==> src/core/scm_pkg.sv <==
// Purpose: constants, types and register map of the modem pin logic
// Assumes: 32-bit classic Wishbone, byte offsets, 8-bit control registers, status change flags in bits 10:8
// Notes:   one serial channel per instance

// ****************************************************************
// package
// ****************************************************************
package scm_pkg;

  // register byte offsets
  localparam logic [7:0] ADDR_RX_CTRL   = 8'h00; // receive_control_reg
  localparam logic [7:0] ADDR_MODE      = 8'h04; // mode_select_reg
  localparam logic [7:0] ADDR_TX_CTRL   = 8'h08; // transmit_control_reg
  localparam logic [7:0] ADDR_ENH       = 8'h0c; // enhancement_control_reg
  localparam logic [7:0] ADDR_MISC      = 8'h10; // misc_control_reg
  localparam logic [7:0] ADDR_STATUS    = 8'h14; // line_status_reg
  localparam logic [7:0] ADDR_CLK_ROUTE = 8'h18;
  localparam logic [7:0] ADDR_EVT_EN    = 8'h1c;
  localparam logic [7:0] ADDR_WREQ      = 8'h20;

  // field positions
  localparam int RX_EN_BIT     = 0;
  localparam int AUTO_EN_BIT   = 5;
  localparam int TX_EN_BIT     = 3;
  localparam int RTS_BIT       = 1;
  localparam int DTR_BIT       = 7;
  localparam int ENH_RTS_BIT   = 2;
  localparam int ENH_DTR_BIT   = 4;
  localparam int DMA_SEL_BIT   = 2;
  localparam int XTAL_BIT      = 4;
  localparam int ST_DCD_BIT    = 3;
  localparam int ST_SYNC_BIT   = 4;
  localparam int ST_CTS_BIT    = 5;
  localparam int ST_TXE_BIT    = 2;
  localparam int CHG_DCD_BIT   = 8;
  localparam int CHG_SYNC_BIT  = 9;
  localparam int CHG_CTS_BIT   = 10;
  localparam int WREQ_EN_BIT   = 0;
  localparam int WREQ_REQ_BIT  = 1;

  // reset values
  localparam logic [7:0] RST_REG8 = 8'h00;

  // mode_select_reg fields: stop bits [3:2], sync mode [5:4], factor [7:6]
  localparam logic [1:0] STOP_SYNC = 2'h0;
  localparam logic [1:0] SM_MONO   = 2'h0;
  localparam logic [1:0] SM_BI     = 2'h1;
  localparam logic [1:0] SM_SDLC   = 2'h2;
  localparam logic [1:0] SM_EXT    = 2'h3;

  // receive clock factors x1, x16, x32, x64 (edges per bit minus one)
  localparam logic [5:0] FACT_1  = 6'h00;
  localparam logic [5:0] FACT_16 = 6'h0f;
  localparam logic [5:0] FACT_32 = 6'h1f;
  localparam logic [5:0] FACT_64 = 6'h3f;

  // legacy release of the terminal-ready/request pin
  localparam int         CLK_NS          = 50;
  localparam int         LEGACY_REL_NS   = 200;
  localparam logic [3:0] LEGACY_REL_CYC  = 4'(LEGACY_REL_NS / CLK_NS);

  typedef enum logic [1:0] {RTS_IDLE, RTS_ON, RTS_DRAIN} scm_rts_e;
  typedef enum logic [1:0] {SR_INPUT, SR_OUTPUT, SR_XTAL} scm_sync_role_e;

  // synchronised modem inputs, high = pin high (inactive), except rxc: high = clock pin low
  typedef struct packed {
    logic cts;
    logic dcd;
    logic sync;
    logic rxc;
  } scm_pins_s;

  // idle pin levels: modem inputs high, receive clock low
  localparam scm_pins_s PINS_IDLE = '{cts: 1'b1, dcd: 1'b1, sync: 1'b1,
                                      rxc: 1'b0};

  // clock routing of the receive/transmit clock pin
  typedef struct packed {
    logic xtal;
    logic pll;
    logic baud;
    logic tx;
    logic rx;
  } scm_route_s;

endpackage : scm_pkg

==> src/core/scm_modem_pins.sv <==
// Purpose: modem control and handshake pin logic of one serial channel
// Assumes: pins asynchronous to clk_i, engines on clk_i
// Notes:   registers reached over classic Wishbone
// How it works
// - auto enables: clear-to-send low gates transmitter
// - auto off: clear-to-send is plain input
// - clear-to-send edges flagged both directions
// - auto enables: carrier-detect low enables receiver
// - carrier-detect edges flagged both directions
// - async auto: request-to-send rises after transmitter empty
// - auto off: request-to-send pin inverts control bit
// - sdlc enhancement: drop request after closing flag
// - async receive: sync pin only updates hunt status
// - external sync: assembly starts at preceding edge
// - internal sync: output pulse for match phase
// - sdlc: sync output valid on received flag
// - sync pin output in mono, bi, sdlc modes
// - select bit chooses terminal-ready or dma request
// - enhancement bit picks request release timing
// - wait pin open drain, request driven, wait reset
// - wait stalls cpu, request feeds dma
// - clock pin routable to four clock users
// - crystal option pairs clock and sync pins
// - async receive clock factor 1, 16, 32, 64
// - everything synchronised to master clock
//
// The Wishbone slave port and the address map were chosen for this implementation.
`timescale 1ns/100ps
`default_nettype none

module scm_modem_pins
  import scm_pkg::*;
(
  input  wire logic        clk_i,
  input  wire logic        rst_i,
  // wishbone slave
  input  wire logic        cyc_i,
  input  wire logic        stb_i,
  input  wire logic        we_i,
  input  wire logic [7:0]  adr_i,
  input  wire logic [3:0]  sel_i,
  input  wire logic [31:0] dat_i,
  output logic      [31:0] dat_o,
  output logic             ack_o,
  // modem pins
  input  wire logic        clear_to_send_n_i,
  input  wire logic        carrier_detect_n_i,
  input  wire logic        rx_tx_clock_pin_n_i,
  input  wire logic        sync_n_i,
  output logic             sync_n_o,
  output logic             sync_oe_n_o,
  output logic             request_to_send_n_o,
  output logic             term_ready_req_n_o,
  output logic             wait_req_n_o,
  output logic             wait_req_oe_n_o,
  // engine side
  input  wire logic        tx_empty_i,
  input  wire logic        closing_flag_done_i,
  input  wire logic        sync_match_i,
  input  wire logic        flag_rx_i,
  input  wire logic        tx_dma_req_i,
  input  wire logic        cpu_wait_i,
  output logic             tx_enable_o,
  output logic             rx_enable_o,
  output logic             assembly_start_o,
  output logic             rx_sample_o,
  output logic             ext_event_o,
  output scm_route_s       clk_route_o
);

  // ****************************************************************
  // registers and bus slave
  // ****************************************************************
  logic [7:0]  rx_ctrl, mode_sel, tx_ctrl, enh_ctrl, misc_ctrl;
  logic [7:0]  evt_en, wreq_ctrl;
  logic [4:0]  route;
  logic [2:0]  chg;          // sticky change flags: cts, sync, dcd
  logic [2:0]  edge_now;     // edges seen this cycle
  logic        wr_stb;
  logic        rts_hw_clr;
  logic [31:0] next_dat;
  scm_pins_s   meta, pins, pins_d;
  scm_sync_role_e sync_role;
  scm_rts_e    rts_st;

  // writes land at the edge where the master sees ack high
  assign wr_stb = cyc_i && stb_i && we_i && ack_o && sel_i[0];

  // single-wait-state answer, ack drops after one cycle
  always_ff @(posedge clk_i) begin
    if (rst_i) begin
      ack_o <= 1'b0;
    end else begin
      ack_o <= cyc_i && stb_i && !ack_o;
    end
  end

  // control register writes
  always_ff @(posedge clk_i) begin
    if (rst_i) begin
      rx_ctrl   <= RST_REG8;
      mode_sel  <= RST_REG8;
      enh_ctrl  <= RST_REG8;
      misc_ctrl <= RST_REG8;
      evt_en    <= RST_REG8;
      wreq_ctrl <= RST_REG8; // wait mode after reset
      route     <= 5'h00;
    end else if (wr_stb) begin
      unique case (adr_i)
        ADDR_RX_CTRL:   rx_ctrl   <= dat_i[7:0];
        ADDR_MODE:      mode_sel  <= dat_i[7:0];
        ADDR_ENH:       enh_ctrl  <= dat_i[7:0];
        ADDR_MISC:      misc_ctrl <= dat_i[7:0];
        ADDR_EVT_EN:    evt_en    <= dat_i[7:0];
        ADDR_WREQ:      wreq_ctrl <= dat_i[7:0];
        ADDR_CLK_ROUTE: route     <= dat_i[4:0];
        default: ;
      endcase
    end
  end

  // transmit control, request bit also cleared by hardware
  always_ff @(posedge clk_i) begin
    if (rst_i) begin
      tx_ctrl <= RST_REG8;
    end else if (wr_stb && adr_i == ADDR_TX_CTRL) begin
      tx_ctrl <= dat_i[7:0];
    end else if (rts_hw_clr) begin
      tx_ctrl[RTS_BIT] <= 1'b0;
    end
  end

  // read mux, unmapped reads as zero
  always_comb begin
    next_dat = 32'h0000_0000;
    unique case (adr_i)
      ADDR_RX_CTRL:   next_dat[7:0] = rx_ctrl;
      ADDR_MODE:      next_dat[7:0] = mode_sel;
      ADDR_TX_CTRL:   next_dat[7:0] = tx_ctrl;
      ADDR_ENH:       next_dat[7:0] = enh_ctrl;
      ADDR_MISC:      next_dat[7:0] = misc_ctrl;
      ADDR_EVT_EN:    next_dat[7:0] = evt_en;
      ADDR_WREQ:      next_dat[7:0] = wreq_ctrl;
      ADDR_CLK_ROUTE: next_dat[4:0] = route;
      ADDR_STATUS: begin
        next_dat[ST_TXE_BIT]  = tx_empty_i;
        next_dat[ST_DCD_BIT]  = !pins.dcd;
        next_dat[ST_SYNC_BIT] = !pins.sync;
        next_dat[ST_CTS_BIT]  = !pins.cts;
        next_dat[CHG_DCD_BIT]  = chg[0];
        next_dat[CHG_SYNC_BIT] = chg[1];
        next_dat[CHG_CTS_BIT]  = chg[2];
      end
      default: ;
    endcase
  end

  // read data registered with ack
  always_ff @(posedge clk_i) begin
    if (rst_i) begin
      dat_o <= 32'h0000_0000;
    end else if (cyc_i && stb_i && !ack_o && !we_i) begin
      dat_o <= next_dat;
    end
  end

  // ****************************************************************
  // input synchronisers and edge detection
  // ****************************************************************
  // two-stage synchroniser, reset to idle levels so no false edge
  always_ff @(posedge clk_i) begin
    if (rst_i) begin
      meta   <= PINS_IDLE;
      pins   <= PINS_IDLE;
      pins_d <= PINS_IDLE;
    end else begin
      meta   <= {clear_to_send_n_i, carrier_detect_n_i, sync_n_i,
                 !rx_tx_clock_pin_n_i};
      pins   <= meta;
      pins_d <= pins;
    end
  end

  logic rxc_rise, rxc_fall, sync_hunt_en;
  assign rxc_rise = pins.rxc && !pins_d.rxc;
  assign rxc_fall = !pins.rxc && pins_d.rxc;
  // sync input only counts when not an output or crystal
  assign sync_hunt_en = (sync_role == SR_INPUT);

  // both directions of cts and dcd flagged, sync only while the pin is an input
  always_comb begin
    edge_now[2] = pins.cts ^ pins_d.cts;
    edge_now[1] = (pins.sync ^ pins_d.sync) && sync_hunt_en;
    edge_now[0] = pins.dcd ^ pins_d.dcd;
  end

  // sticky change flags, set wins over write-one clear
  always_ff @(posedge clk_i) begin
    if (rst_i) begin
      chg <= 3'h0;
    end else begin
      if (wr_stb && adr_i == ADDR_STATUS) begin
        chg <= (chg & ~{dat_i[CHG_CTS_BIT], dat_i[CHG_SYNC_BIT],
                        dat_i[CHG_DCD_BIT]}) | edge_now;
      end else begin
        chg <= chg | edge_now;
      end
    end
  end

  // enabled edge events for the channel interrupt logic
  always_ff @(posedge clk_i) begin
    if (rst_i) begin
      ext_event_o <= 1'b0;
    end else begin
      ext_event_o <= |(edge_now & {evt_en[ST_CTS_BIT], evt_en[ST_SYNC_BIT],
                                   evt_en[ST_DCD_BIT]});
    end
  end

  // ****************************************************************
  // auto enables
  // ****************************************************************
  logic auto_en;
  assign auto_en = rx_ctrl[AUTO_EN_BIT];

  // transmitter gated by clear-to-send when auto on
  // receiver gated by carrier-detect when auto on
  always_ff @(posedge clk_i) begin
    if (rst_i) begin
      tx_enable_o <= 1'b0;
      rx_enable_o <= 1'b0;
    end else begin
      tx_enable_o <= tx_ctrl[TX_EN_BIT] && !(auto_en && pins.cts);
      rx_enable_o <= rx_ctrl[RX_EN_BIT] && !(auto_en && pins.dcd);
    end
  end

  // ****************************************************************
  // request-to-send
  // ****************************************************************
  logic is_async, is_sdlc;
  assign is_async = (mode_sel[3:2] != STOP_SYNC);
  assign is_sdlc  = !is_async && (mode_sel[5:4] == SM_SDLC);

  // closing flag gone: request bit cleared
  assign rts_hw_clr = is_sdlc && enh_ctrl[ENH_RTS_BIT] && closing_flag_done_i;

  // drain state keeps request active until empty
  always_ff @(posedge clk_i) begin
    if (rst_i) begin
      rts_st <= RTS_IDLE;
    end else begin
      unique case (rts_st)
        RTS_IDLE:  if (tx_ctrl[RTS_BIT]) rts_st <= RTS_ON;
        RTS_ON:    if (!tx_ctrl[RTS_BIT]) begin
          rts_st <= (auto_en && is_async && !tx_empty_i) ? RTS_DRAIN
                                                         : RTS_IDLE;
        end
        RTS_DRAIN: begin
          if (tx_ctrl[RTS_BIT]) rts_st <= RTS_ON;
          else if (tx_empty_i || !auto_en) rts_st <= RTS_IDLE;
        end
      endcase
    end
  end

  // manual mode: pin is inverse of the bit
  always_ff @(posedge clk_i) begin
    if (rst_i) begin
      request_to_send_n_o <= 1'b1;
    end else if (!auto_en) begin
      request_to_send_n_o <= !tx_ctrl[RTS_BIT];
    end else begin
      // on-to-drain step keeps the pin low, no one-cycle release
      request_to_send_n_o <= !(tx_ctrl[RTS_BIT] || rts_st == RTS_DRAIN
                               || (rts_st == RTS_ON && is_async
                                   && !tx_empty_i));
    end
  end

  // ****************************************************************
  // sync pin
  // ****************************************************************
  logic sync_pulse, sync_ext, ext_armed;
  assign sync_ext = !is_async && (mode_sel[5:4] == SM_EXT);

  // pin role from mode and crystal option
  always_ff @(posedge clk_i) begin
    if (rst_i) begin
      sync_role <= SR_INPUT;
    end else if (route[XTAL_BIT]) begin
      sync_role <= SR_XTAL;
    end else if (!is_async && !sync_ext) begin
      sync_role <= SR_OUTPUT;
    end else begin
      sync_role <= SR_INPUT;
    end
  end

  // active from match until the clock phase ends
  always_ff @(posedge clk_i) begin
    if (rst_i) begin
      sync_pulse <= 1'b0;
    end else if (sync_match_i || (is_sdlc && flag_rx_i)) begin
      sync_pulse <= 1'b1;
    end else if (rxc_fall || rxc_rise) begin
      sync_pulse <= 1'b0;
    end
  end

  // pin drive: output enable low only while driving
  always_ff @(posedge clk_i) begin
    if (rst_i) begin
      sync_oe_n_o <= 1'b1;
      sync_n_o    <= 1'b1;
    end else begin
      sync_oe_n_o <= (sync_role != SR_OUTPUT);
      sync_n_o    <= !sync_pulse;
    end
  end

  // partner holds sync low two receive clocks
  // armed by each receive clock rise, fires on sync activation
  always_ff @(posedge clk_i) begin
    if (rst_i) begin
      ext_armed        <= 1'b0;
      assembly_start_o <= 1'b0;
    end else begin
      assembly_start_o <= 1'b0;
      if (rxc_rise) begin
        ext_armed <= 1'b1;
      end
      if (sync_ext && sync_hunt_en && ext_armed && !pins.sync
          && pins_d.sync) begin
        assembly_start_o <= 1'b1;
        ext_armed        <= rxc_rise;
      end
    end
  end

  // ****************************************************************
  // clock routing and clock factor
  // ****************************************************************
  // routing selects straight from the register
  always_ff @(posedge clk_i) begin
    if (rst_i) begin
      clk_route_o <= '0;
    end else begin
      clk_route_o <= scm_route_s'(route);
    end
  end

  // one sample per factor receive clock edges
  logic [5:0] fact_lim, fact_cnt;
  always_comb begin
    unique case (mode_sel[7:6])
      2'h0: fact_lim = FACT_1;
      2'h1: fact_lim = FACT_16;
      2'h2: fact_lim = FACT_32;
      2'h3: fact_lim = FACT_64;
    endcase
    if (!is_async) fact_lim = FACT_1;
  end

  // divider counts sampled edges on the master clock
  always_ff @(posedge clk_i) begin
    if (rst_i) begin
      fact_cnt    <= 6'h00;
      rx_sample_o <= 1'b0;
    end else begin
      rx_sample_o <= 1'b0;
      if (rxc_rise) begin
        if (fact_cnt >= fact_lim) begin
          fact_cnt    <= 6'h00;
          rx_sample_o <= 1'b1;
        end else begin
          fact_cnt <= fact_cnt + 6'h01;
        end
      end
    end
  end

  // ****************************************************************
  // terminal-ready/request and wait/request
  // ****************************************************************
  logic [3:0] rel_cnt;
  logic       legacy_req;

  always_ff @(posedge clk_i) begin
    if (rst_i) begin
      rel_cnt <= 4'h0;
    end else if (tx_dma_req_i) begin
      rel_cnt <= LEGACY_REL_CYC;
    end else if (rel_cnt != 4'h0) begin
      rel_cnt <= rel_cnt - 4'h1;
    end
  end
  assign legacy_req = tx_dma_req_i || (rel_cnt != 4'h0);

  // select bit picks terminal-ready or dma request
  always_ff @(posedge clk_i) begin
    if (rst_i) begin
      term_ready_req_n_o <= 1'b1;
    end else if (!misc_ctrl[DMA_SEL_BIT]) begin
      term_ready_req_n_o <= !tx_ctrl[DTR_BIT];
    end else if (enh_ctrl[ENH_DTR_BIT]) begin
      term_ready_req_n_o <= !tx_dma_req_i;
    end else begin
      term_ready_req_n_o <= !legacy_req;
    end
  end

  // wait pulls low open drain, request drives both
  always_ff @(posedge clk_i) begin
    if (rst_i) begin
      wait_req_n_o    <= 1'b0;
      wait_req_oe_n_o <= 1'b1;
    end else if (!wreq_ctrl[WREQ_EN_BIT]) begin
      wait_req_n_o    <= 1'b0;
      wait_req_oe_n_o <= 1'b1;
    end else if (wreq_ctrl[WREQ_REQ_BIT]) begin
      wait_req_n_o    <= !tx_dma_req_i;
      wait_req_oe_n_o <= 1'b0;
    end else begin
      wait_req_n_o    <= 1'b0;
      wait_req_oe_n_o <= !cpu_wait_i;
    end
  end
endmodule : scm_modem_pins

`default_nettype wire

==> config.mk <==
export PLATFORM = sky130hd
export DESIGN_NAME = scm_modem_pins
export DESIGN_NICKNAME = d
export VERILOG_FILES = /design/src/core/scm_pkg.sv /design/src/core/scm_modem_pins.sv
export SDC_FILE = /design/constraint.sdc
export NUM_CORES = 1
export LEC_CHECK = 0
export BUFFER_PORTS_ARGS = -buffer_cell sky130_fd_sc_hd__buf_2
export CAP_MARGIN = 20
export CORE_ASPECT_RATIO = 1.75
export CORE_UTILIZATION = 50
export CTS_CLUSTER_DIAMETER = 120
export CTS_CLUSTER_SIZE = 8
export DETAILED_ROUTE_END_ITERATION = 6
export PLACE_DENSITY = 0.85
export SLEW_MARGIN = 10
export SYNTH_ARGS = -nofsm -noshare
export SYNTH_HDL_FRONTEND = slang
export SYNTH_SLANG_ARGS = --single-unit
export TNS_END_PERCENT = 10
==> constraint.sdc <==
create_clock -name clk_i -period 2 [get_ports clk_i]
set_input_delay 0.3 -clock clk_i [delete_from_list [all_inputs] [get_ports clk_i]]
set_output_delay 0.3 -clock clk_i [all_outputs]
set_load 0.05 [all_outputs]
==> impl_metrics.env <==
export IMPL_outcome="finished clean"
export IMPL_numPlacedInstances=789
export IMPL_timing_slew_headroom_pct=55.5
export IMPL_timing_final_max_slew_violations=0
export IMPL_worstPathMaxFanout=6
export IMPL_post_cts_buffers=0
export IMPL_fin_worst_hold_slack_ns=0.0281
export IMPL_clk_pin_slew_worst_paths_ns=0.06
export IMPL_synthArstFlopShare_pct=0
export IMPL_dpl_hpwl_um=11900
export IMPL_setup_viol=0
export IMPL_cts_tree="built"
export IMPL_max_freq_ghz=0.527
export IMPL_gpl_final_weighted_congestion=0.978
export IMPL_yosys_warnings=0
export IMPL_drt_first_iter_violations=481
export IMPL_die_area_um2=11800
export IMPL_layout_commonest_cell="sky130_fd_sc_hd__dfxtp_1"
export IMPL_cp_required_ns=2.35
export IMPL_n_antenna_cell=0
export IMPL_clkSinkCount=119
export IMPL_fin_worst_skew_ns=0.00921
export IMPL_hold_path_class="input pin to flop"
export IMPL_synth_enable_flop_cells=0
export IMPL_fp_row_count=51
export IMPL_final_cells=821
export IMPL_first_global_vias=4794
export IMPL_power_static_leakage_uw=0.00304
export IMPL_routedWlPerCell_um=19.9
export IMPL_area_growth_pct=18.7
export IMPL_pin_count_of_the_biggest_net_entering_global_routing=66
export IMPL_postSynthCellCount=603
export IMPL_fin_crit_ns=1.90
export IMPL_clock_latency_ns=0.42
export IMPL_cell_area_after_synthesis_um2=5690
export IMPL_groute_usage_overall_pct=29.9
export IMPL_drt_pass1_iterations=5
export IMPL_top_library_cells_by_usage_in_the_layout_fill_and_taps_aside="119 x sky130_fd_sc_hd__dfxtp_1, 73 x sky130_fd_sc_hd__nor2_1, 65 x sky130_fd_sc_hd__mux2i_1, 62 x sky130_fd_sc_hd__buf_2, 31 x sky130_fd_sc_hd__buf_4"
export IMPL_drive_gt1_share_pct=24.4
export IMPL_place_area_um2=6160
export IMPL_global_route_overflow_total=0
export IMPL_yosys_most_used_dff="sky130_fd_sc_hd__dfxtp_1"
export IMPL_fin_crit_sh_pct=94.8
export IMPL_cts_buffer_depth=2
export IMPL_timing_hold_violations_final=0
export IMPL_nets=744
export IMPL_avgViaCountPerCell=6.02
export IMPL_worstMarginPinSlew_ns=0.663
export IMPL_final_cell_area_excluding_filler_cells_um2=6760
export IMPL_ir_worst_vdd_uv=605
export IMPL_via_count=4940
export IMPL_grt_first_pass_wirelength_um=25400
export IMPL_synth_largest_area_cell="sky130_fd_sc_hd__dfxtp_1"
export IMPL_pin_count=108
export IMPL_h_tree_depth=4
export IMPL_post_route_util_pct=60.9
export IMPL_yosysUniqueCellTypes=68
export IMPL_number_of_antenna_violations_at_the_first_check_in_global_routing=0
export IMPL_power_density_cell_area_nw_per_um2=872
export IMPL_report_power_total_uw=5900
export IMPL_route_detailed_drc=0
export IMPL_buffer_ports_inserted=62
export IMPL_fp_dieH_um=143
export IMPL_clock_root_buffer="sky130_fd_sc_hd__clkbuf_16"
export IMPL_worstSetupPathType="flop to flop"
export IMPL_share_of_the_yosys_chip_area_belonging_to_registers_pct=41.8
export IMPL_hold_buffers=0
export IMPL_postSynthRegisterBits=119
export IMPL_wirelength_um=16300
export IMPL_chipWidth_um=82.7
export IMPL_cp_start_kind="flop"
export IMPL_synth_top_cell_area_share_pct=41.8
export IMPL_syn_mean_instance_area_um2=9.44
export IMPL_crit_path_end_kind="flop"
export IMPL_synth_top_cells_by_area="sky130_fd_sc_hd__dfxtp_1 42%, sky130_fd_sc_hd__mux2i_1 11%, sky130_fd_sc_hd__nor2_1 4.8%"
export IMPL_initial_core_util_pct=51.3
export IMPL_number_of_buffers_inserted_during_clock_tree_synthesis=17
export IMPL_design_core_area_um2=11100
export IMPL_arrival_ns=2.25
export IMPL_rsz0062_at_grt="false"
export IMPL_cap_violations=0
export IMPL_route_antenna_remaining_nets=0
==> worst max-delay path, stage by stage (launching register included) <==
cell	delay, ns
sky130_fd_sc_hd__dfxtp_1	0.31
sky130_fd_sc_hd__or2_2	0.30
sky130_fd_sc_hd__o21ai_1	0.11
sky130_fd_sc_hd__inv_1	0.06
sky130_fd_sc_hd__ha_1	0.27
sky130_fd_sc_hd__nand2b_1	0.15
sky130_fd_sc_hd__a211oi_2	0.25
sky130_fd_sc_hd__o221ai_2	0.21
sky130_fd_sc_hd__nor2_1	0.18
==> metal layers <==
layer / vias to the layer above / GRT usage [%] / part of all wire, %
li1: 2256 / - / -
met1: 2360 / 31.3 / 36
met2: 242 / 49.1 / 51
met3: 82 / 8.12 / 6.0
met4: 0 / 23.0 / 7.2
met5: - / 0 / 0
==> where the power goes <==
group	total (µW)	switching [µW]	internal [µW]
registers	2420	19.2	2400
clock network	2990	1140	1840
logic	488	349	140
==> registers in the layout, summed over array words and instances, names as in the netlist, 2 cells and up <==
name / count
wreq_ctrl: 8
chg: 3
tx_ctrl: 8
pins: 4
pins_d: 4
meta: 4
enh_ctrl: 8
evt_en: 8
route: 5
misc_ctrl: 8
dat_o: 11
fact_cnt: 6
mode_sel: 8
clk_route_o: 4
rts_st: 2
rel_cnt: 4
rx_ctrl: 8
sync_role: 2
==> logic make-up after synthesis <==
kind of cell / share of synthesized area, %
compound gates: 11.6
flops: 41.8
other cells: 0.0659
mux: 12.0
simple gates: 23.7
fa+ha+maj: 1.98
xor+xnor: 1.38
buf+inv: 7.36
==> Yosys cell counts (all sizes together) (3+ instances only) <==
library cell and number:
nor3 16, o32ai 3, a211oi 4, nor4 7, clkbuf 21, inv 17
ha 9, nor3b 4, and4 4, o21ai 19, mux2i 65, dfxtp 119
nand4 11, o211ai 4, a2111oi 3, nand2b 7, mux2 3, nor2 76
nand3 14, o22ai 4, nor4b 4, xor2 3, nand3b 4, xnor2 6
nor2b 15, a21oi 25, or4 3, or2 13, o31ai 5, a32oi 3
a221oi 4, buf 40, a22o 7, nand2 26, and3 6, o2bb2ai 3
==> through the flow <==
| step | setup TNS, ns | setup slack, ns |
|---|---|---|
| 3_5_place_dp | -0.398 | -0.102 |
| 5_1_grt | 0 | 0.00105 |
| 3_3_place_gp | 0 | 0.0337 |
| 2_1_floorplan | 0 | 0.0288 |
| 4_1_cts | 0 | 0.0402 |
| 6_report | 0 | 0.103 |
==> what timing repair did <==
item                                    4_1_cts  5_1_grt
gates resized for setup                       2        3
pin swaps                                     0        3
endpoints found under the setup margin        6        6
==> cell type report <==
class                      count  area [µm²]
clock buffer                  19         433
fill                         964        4340
tap                          132         165
clock inverter                13         150
inverter                      17        63.8
timing repair buffer          95         583
multi-input combinational    426        2980
sequential                   119        2380
==> final timing paths <==
| kind | end | startpoint | cells after the start | slack (ns) |
|---|---|---|---|---|
| setup / recovery | fact_cnt[1] | mode_sel[2] | 8 | 0.10 |
| hold / removal | meta[0] | rx_tx_clock_pin_n_i | 2 | 0.03 |
| setup reg to reg | fact_cnt[1] | mode_sel[2] | 8 | 0.10 |
| hold reg to reg | sync_n_o | sync_pulse | 1 | 0.39 |
(Power assumes the default switching activity.)
